$ cat src/hdl/dpc_map.svh
// register offsets, field positions and reset values of the diagnostic and
// power-management capability group; included by the route and register modules
`ifndef DPC_MAP_SVH
`define DPC_MAP_SVH
`define DPC_OFS_DIAG 8'h93
`define DPC_OFS_CAP_ID 8'hA0
`define DPC_OFS_CAP_NEXT 8'hA1
`define DPC_OFS_PMCAP_LO 8'hA2
`define DPC_OFS_PMCAP_HI 8'hA3
`define DPC_OFS_VENDOR_LO 8'h00
`define DPC_OFS_DEVICE_HI 8'h03
`define DPC_DIAG_RESET 8'h60
`define DPC_CAP_ID_VAL 8'h01
`define DPC_CAP_NEXT_VAL 8'h00
`define DPC_PMCAP_RESET 16'hFE12
`define DPC_BIT_IDMASK 7
`define DPC_BIT_FIXED1 6
`define DPC_BIT_ROUTE 5
`define DPC_BIT_DTDIS 4
`define DPC_BIT_RETRY 3
`define DPC_BIT_CARDTIM 2
`define DPC_BIT_HOSTTIM 1
`define DPC_BIT_RSVD0 0
`define DPC_DIAG_WMASK 8'hBF
`define DPC_PMCAP_WBIT 15
`define DPC_PMCAP_WBIT_RESET 1'b1
`define DPC_RETRY_SHORT 7'h10
`define DPC_RETRY_LONG 7'h40
`define DPC_DISCARD_SHORT_LOG2 5'h0A
`define DPC_DISCARD_LONG_LOG2 5'h0F
`define DPC_LSR_IRQ_BIT 4
`endif

$ cat src/hdl/dpc_pkg.sv
// types shared by the capability register group
// assumes dpc_map.svh is on the include path
package dpc_pkg;
    // one configuration access, byte addressed, byte enables per lane
    typedef struct packed {
        logic [7:0] addr;
        logic [3:0] be;
        logic [31:0] wdata;
        logic wr;
        logic rd;
    } dpc_cfg_req_s;
    // settings that steer the bridge's transaction logic
    typedef struct packed {
        logic delayed_txn_off;
        logic [6:0] retry_limit;
        logic [4:0] card_discard_log2;
        logic [4:0] host_discard_log2;
        logic identity_read_mask;
    } dpc_ctrl_s;
endpackage

$ cat src/hdl/dpc_route.sv
// status-change interrupt routing decision
// assumes legacy socket register images arrive from the socket block
`timescale 1ns/1ps
`default_nettype none
`include "dpc_map.svh"
module dpc_route (
    // select and legacy socket images
    input wire logic status_change_route_select,
    input wire logic [7:0] lsr_803,
    input wire logic [7:0] lsr_805,
    // decision
    output logic route_to_host
);
    // select high ignores 803, select low ignores 805
    always_comb begin
        if (status_change_route_select) begin
            route_to_host = (lsr_805[7:4] == 4'h0);
        end else begin
            route_to_host = lsr_803[`DPC_LSR_IRQ_BIT];
        end
    end
endmodule
`default_nettype wire

$ cat src/hdl/dpc_regs.sv
// diagnostic register and power-management capability structure
// assumes configuration requests synchronous to sys_clk, one per cycle
//
// Summary of operation
// - identity mask bit forces identity reads all ones
// - diagnostic bit 6 always reads one
// - select clear: route when socket 803 bit4
// - select set: route when 805 bits7-4 zero
// - bit 4 disables delayed transactions
// - bit 3 stretches retry limit 16 to 64
// - bit 2 picks card discard 2^10 or 2^15
// - bit 1 picks host discard 2^10 or 2^15
// - capability_list_id reads 01h, read only
// - next pointer reads zero, last item
// - capabilities reset FE12h, only bit 15 writable
// - capabilities advertise D0 to D3 support
`timescale 1ns/1ps
`default_nettype none
`include "dpc_map.svh"
module dpc_regs
    import dpc_pkg::*;
#(
    parameter int ADDR_W = 8
) (
    // clock and reset
    input wire logic sys_clk,
    input wire logic rstn,
    // configuration access
    input wire dpc_cfg_req_s cfg_req,
    output logic [31:0] cfg_rdata,
    output logic cfg_rvalid,
    // true identity word of the function, offset 00h
    input wire logic [31:0] identity_word,
    // legacy socket images for status-change routing
    input wire logic [7:0] lsr_803,
    input wire logic [7:0] lsr_805,
    input wire logic status_change_event,
    // steering outputs
    output dpc_ctrl_s ctrl,
    output logic status_change_irq
);
    // the dword decode below is written for 8-bit offsets only
    if (ADDR_W != 8) begin : g_addr_w_check
        $error("dpc_regs serves 8-bit configuration offsets only");
    end

    logic [7:0] diag_q, diag_d;
    logic pm_wbit_q, pm_wbit_d;
    logic [31:0] rdata_q, rdata_d;
    logic rvalid_q, rvalid_d;
    logic route_ok;
    logic [7:0] diag_rd;
    logic [15:0] pmcap_rd;
    logic [7:0] dword;

    // dword index of the access; lanes then pick bytes
    assign dword = {cfg_req.addr[7:2], 2'b00};

    // bit 6 is forced; the stored copy is never consulted for it
    always_comb begin
        diag_rd = diag_q;
        diag_rd[`DPC_BIT_FIXED1] = 1'b1;
    end

    // all fixed bits come from the reset constant, only bit 15 stored
    always_comb begin
        pmcap_rd = `DPC_PMCAP_RESET;
        pmcap_rd[`DPC_PMCAP_WBIT] = pm_wbit_q;
    end

    // write side: byte lane 3 of each of the two dwords we own
    always_comb begin
        diag_d = diag_q;
        pm_wbit_d = pm_wbit_q;
        if (cfg_req.wr && dword == (`DPC_OFS_DIAG & 8'hFC)
                && cfg_req.be[3]) begin
            // mask keeps bit 6 out of storage
            diag_d = (cfg_req.wdata[31:24] & `DPC_DIAG_WMASK)
                   | (diag_q & ~`DPC_DIAG_WMASK);
        end
        if (cfg_req.wr && dword == `DPC_OFS_CAP_ID && cfg_req.be[3]) begin
            pm_wbit_d = cfg_req.wdata[31];
        end
    end

    // read side: one cycle latency, unmapped bytes read zero
    always_comb begin
        rdata_d = 32'h0000_0000;
        rvalid_d = cfg_req.rd;
        if (cfg_req.rd) begin
            unique case (dword)
                (`DPC_OFS_VENDOR_LO & 8'hFC): begin
                    if (diag_q[`DPC_BIT_IDMASK]) begin
                        rdata_d = 32'hFFFF_FFFF;
                    end else begin
                        rdata_d = identity_word;
                    end
                end
                (`DPC_OFS_DIAG & 8'hFC): begin
                    rdata_d = {diag_rd, 24'h00_0000};
                end
                `DPC_OFS_CAP_ID: begin
                    rdata_d = {pmcap_rd, `DPC_CAP_NEXT_VAL, `DPC_CAP_ID_VAL};
                end
                default: begin
                    rdata_d = 32'h0000_0000;
                end
            endcase
        end
    end

    // register state; writable bits return to reset values
    always_ff @(posedge sys_clk or negedge rstn) begin
        if (!rstn) begin
            diag_q <= `DPC_DIAG_RESET;
            pm_wbit_q <= `DPC_PMCAP_WBIT_RESET;
            rdata_q <= 32'h0000_0000;
            rvalid_q <= 1'b0;
        end else begin
            diag_q <= diag_d;
            pm_wbit_q <= pm_wbit_d;
            rdata_q <= rdata_d;
            rvalid_q <= rvalid_d;
        end
    end

    assign cfg_rdata = rdata_q;
    assign cfg_rvalid = rvalid_q;

    // steering of the bridge's transaction engine
    always_comb begin
        ctrl.delayed_txn_off = diag_q[`DPC_BIT_DTDIS];
        ctrl.retry_limit = diag_q[`DPC_BIT_RETRY] ?
            `DPC_RETRY_LONG : `DPC_RETRY_SHORT;
        ctrl.card_discard_log2 = diag_q[`DPC_BIT_CARDTIM] ?
            `DPC_DISCARD_SHORT_LOG2 : `DPC_DISCARD_LONG_LOG2;
        ctrl.host_discard_log2 = diag_q[`DPC_BIT_HOSTTIM] ?
            `DPC_DISCARD_SHORT_LOG2 : `DPC_DISCARD_LONG_LOG2;
        ctrl.identity_read_mask = diag_q[`DPC_BIT_IDMASK];
    end

    // routing decision kept apart so the socket block can reuse it
    dpc_route u_route (
        .status_change_route_select(diag_q[`DPC_BIT_ROUTE]),
        .lsr_803(lsr_803),
        .lsr_805(lsr_805),
        .route_to_host(route_ok)
    );

    // combinational so the event is not delayed on its way to the host
    assign status_change_irq = status_change_event & route_ok;
endmodule
`default_nettype wire

$ cat config.mk
export PLATFORM = sky130hd
export DESIGN_NAME = dpc_regs
export DESIGN_NICKNAME = d
export VERILOG_FILES = /design/src/hdl/dpc_pkg.sv /design/src/hdl/dpc_route.sv /design/src/hdl/dpc_regs.sv
export VERILOG_INCLUDE_DIRS = /design/src /design/src/hdl
export SDC_FILE = /design/constraint.sdc
export NUM_CORES = 1
export LEC_CHECK = 0
export BUFFER_PORTS_ARGS = -buffer_cell sky130_fd_sc_hd__clkbuf_2
export CAP_MARGIN = 10
export CORE_MARGIN = 2
export CORE_UTILIZATION = 42
export CTS_BUF_LIST = sky130_fd_sc_hd__clkbuf_4
export DETAILED_ROUTE_END_ITERATION = 16
export PLACE_DENSITY = 0.89
export SYNTH_ARGS = -nofsm -noshare
export SYNTH_HDL_FRONTEND = slang
export SYNTH_HIERARCHICAL = 1
export SYNTH_SLANG_ARGS = --single-unit
$ cat constraint.sdc
create_clock -name sys_clk -period 3.2 [get_ports sys_clk]
set_input_delay 0.64 -clock sys_clk [delete_from_list [all_inputs] [get_ports sys_clk]]
set_output_delay 0.64 -clock sys_clk [all_outputs]
set_load 0.02 [all_outputs]
==> flow_metrics.py <==
metrics = {
    "route": {
        "drt-pass1-iter-count": 4,
        "post_drt_wl_per_cell_um": 13.1,
        "drt_iter0_markers": 118,
        "vias": 1443,
        "drt.antenna.violating_nets": 0,
        "wl_um": 4010,
        "drt_drc_violations_left": 0,
        "viasPerCell": 4.70,
    },
    "floorplanning": {
        "die_h_um": 68.9,
        "rows": 23,
        "die-area_sq_um": 4740,
        "fp.dieW_um": 68.9,
        "start_util_pct": 43.9,
        "core_sq_um": 4030,
        "ios": 150,
    },
    "pwr": {
        "max-vdd-ir-drop_uv": 184,
        "p_sw_share_pct": 25.1,
        "switchingPower_mw": 0.252,
        "p_clk_share_pct": 33.1,
        "p_seq_share_pct": 53.6,
        "p_leak_nw": 1.26,
        "power.total_mw": 1.00,
        "power_frac_comb_pct": 13.3,
        "powerDensity_nw_per_um2": 440,
        "p_int_mw": 0.752,
    },
    "yosys": {
        "ys_seq_area_share_pct": 58.2,
        "syn_inst": 167,
        "yosys_register_bits": 41,
        "yosysWarnings": 6,
        "synthDistinctLibCells": 22,
        "synthesis.area_sq_um": 1770,
        "avgSynthCellArea_sq_um": 10.6,
    },
    "global_route": {
        "grtUsageTotal_pct": 17.1,
        "antenna_found_initial": 0,
        "grt_max_degree": 42,
        "grt_overflow": 0,
        "grt_pass1_vias": 1277,
        "grt_pass1_wl_um": 5830,
    },
    "timing": {
        "report.final.hold_viol_count": 0,
        "drv_slew": 0,
        "fin_crit_sh_pct": 67.6,
        "rsz0062_at_grt": "false",
        "worst_pin_slew_ps": 984,
        "max_freq_ghz": 0.462,
        "finClkSkew_ps": 9.14,
        "maxSlewHeadroom_pct": 34.4,
        "final-setup-viol-count": 0,
        "tns_ps": 0,
        "period_needed_ps": 2160,
        "timing.final.ws_setup_ps": 1040,
    },
    "clocking": {
        "numCtsBuffers": 5,
        "htreeDepth": 2,
        "post_cts.repair.setup_buffers": 0,
        "clk_path_buf_depth": 2,
        "cts-root-buf": "clkbuf_4",
        "cts_tree": "done",
        "clock_sinks": 41,
        "ctsResizeCount": 0,
        "clock_latency_ps": 340,
        "hold_buffers": 0,
        "clk_pin_slew_ps": 120,
    },
    "finish": {
        "fill_cells": 378,
        "finalNetCount": 353,
        "final_common_cell": "clkbuf_2",
        "area_growth_pct": 29.1,
        "diodes": 0,
        "final_util_pct": 56.6,
        "final_cell_mix": "97 x clkbuf_2, 42 x nor2_1, 39 x dfrtp_1",
        "drive_above_1_share_pct": 47.1,
    },
    "critical_path": {
        "cp-start-kind": "register",
        "critical-path-max-stage-delay_ps": 560,
        "worstSetupPathType": "reg2out",
        "cp_num_buf_inv": 1,
        "cp_max_fo": 3,
        "path_cells": "mux2_2 > and2_1 > clkbuf_2",
        "critPathSlowestCell": "dfstp_2",
        "cp.required_ps": 2560,
        "crit_arrival_ps": 1520,
        "cp_top_family": "flip-flops",
        "end_kind": "output pin",
    },
    "flow_run": {
        "max-cap-violations": 0,
    },
    "place": {
        "port_buffers": 97,
        "dp_slack_ps": 1050,
        "dp_hpwl_um": 3030,
        "gp_congestion": 0.748,
    },
    "outcome": {
        "status": "complete, no violations",
    },
    "worst_hold_path": {
        "hold_path.class": "in2async",
    },
}
[synth_stat cells]
cell,count,share of area (%)
nand2_2,1,0.35
nor3_1,2,0.57
conb_1,2,0.43
nand4_1,1,0.35
dfstp_2,2,3.0
mux2_2,9,5.7
nor2b_1,2,0.71
and2_1,1,0.35
nand4_4,1,1.2
o211ai_1,11,4.7
nand3_1,9,2.5
a31oi_1,6,2.1
clkbuf_1,7,1.5
nor4b_4,1,1.3
o21ai_0,1,0.28
dfrtp_1,39,55
a21oi_1,5,1.4
buf_4,17,7.2
nor4_1,1,0.35
inv_1,4,0.85
nor2_1,42,8.9
buf_2,3,0.85
[power groups by stage]
stage               clock network [mW]  registers (mW)  logic (mW)
floorplan                            0           0.549      0.0850
global placement                     0           0.547       0.132
detailed placement                   0           0.548       0.135
CTS                              0.337           0.538       0.136
global route                     0.358           0.539       0.148
finish                           0.333           0.538       0.134
[registers in the layout, summed over array words and instances, names as in the netlist]
name        cells
cfg_rdata      32
cfg_rvalid      1
diag_q          7
pm_wbit_q       1
[metal layers]
layer	up-vias	global-route usage, %	share of wire [%]
li1	707	-	-
met1	665	20.3	41
met2	63	27.8	49
met3	8	4.71	8.3
met4	0	9.56	1.5
met5	-	0	0
[worst register-to-register path, cell delays in order, from the launching register on]
cell      delay, ps
dfrtp_1         390
buf_4           340
o211ai_1        170
a31oi_1         220
[through the flow]
stage	cells	cell area, sq um	hold WS (ps)
2_1_floorplan	176	1800	344
3_3_place_gp	299	2200	503
3_5_place_dp	299	2200	514
4_1_cts	307	2280	427
5_1_grt	307	2280	424
6_report	307	2280	433
[cell families (layout without fill, tap and decap cells)]
| group | after synthesis | in the layout | synth area share [%] |
|---|---|---|---|
| AND/OR/NAND/NOR | 61 | 61 | 16.7 |
| flip-flops | 41 | 41 | 58.2 |
| buffers and inverters | 31 | 112 | 10.4 |
| AO/OA/AOI/OAI | 23 | 23 | 8.50 |
| multiplexers | 9 | 9 | 5.74 |
| other | 2 | 11 | 0.425 |
[final cells by class]
type / count / area [sq um] / area share, %
sequential: 41 / 1030 / 45.1
timing repair buffer: 100 / 508 / 22.3
multi-input combinational: 104 / 588 / 25.8
clock buffer: 6 / 45.0 / 1.97
tap: 50 / 62.6 / 2.74
clock inverter: 2 / 33.8 / 1.48
inverter: 4 / 15.0 / 0.658
[final timing paths]
path,from,end,slack (ps),cells after the start
setup / recovery,diag_q[5],status_change_irq,1040,3
hold / removal,rstn,cfg_rdata[26],430,1
setup reg to reg,diag_q[7],cfg_rdata[28],2010,3
hold reg to reg,diag_q[0],diag_q[0],540,1
max in group asynchronous,rstn,diag_q[4],2150,1
min in group sys_clk,cfg_req[0],cfg_rvalid,430,1
(Power assumes the default switching activity.)
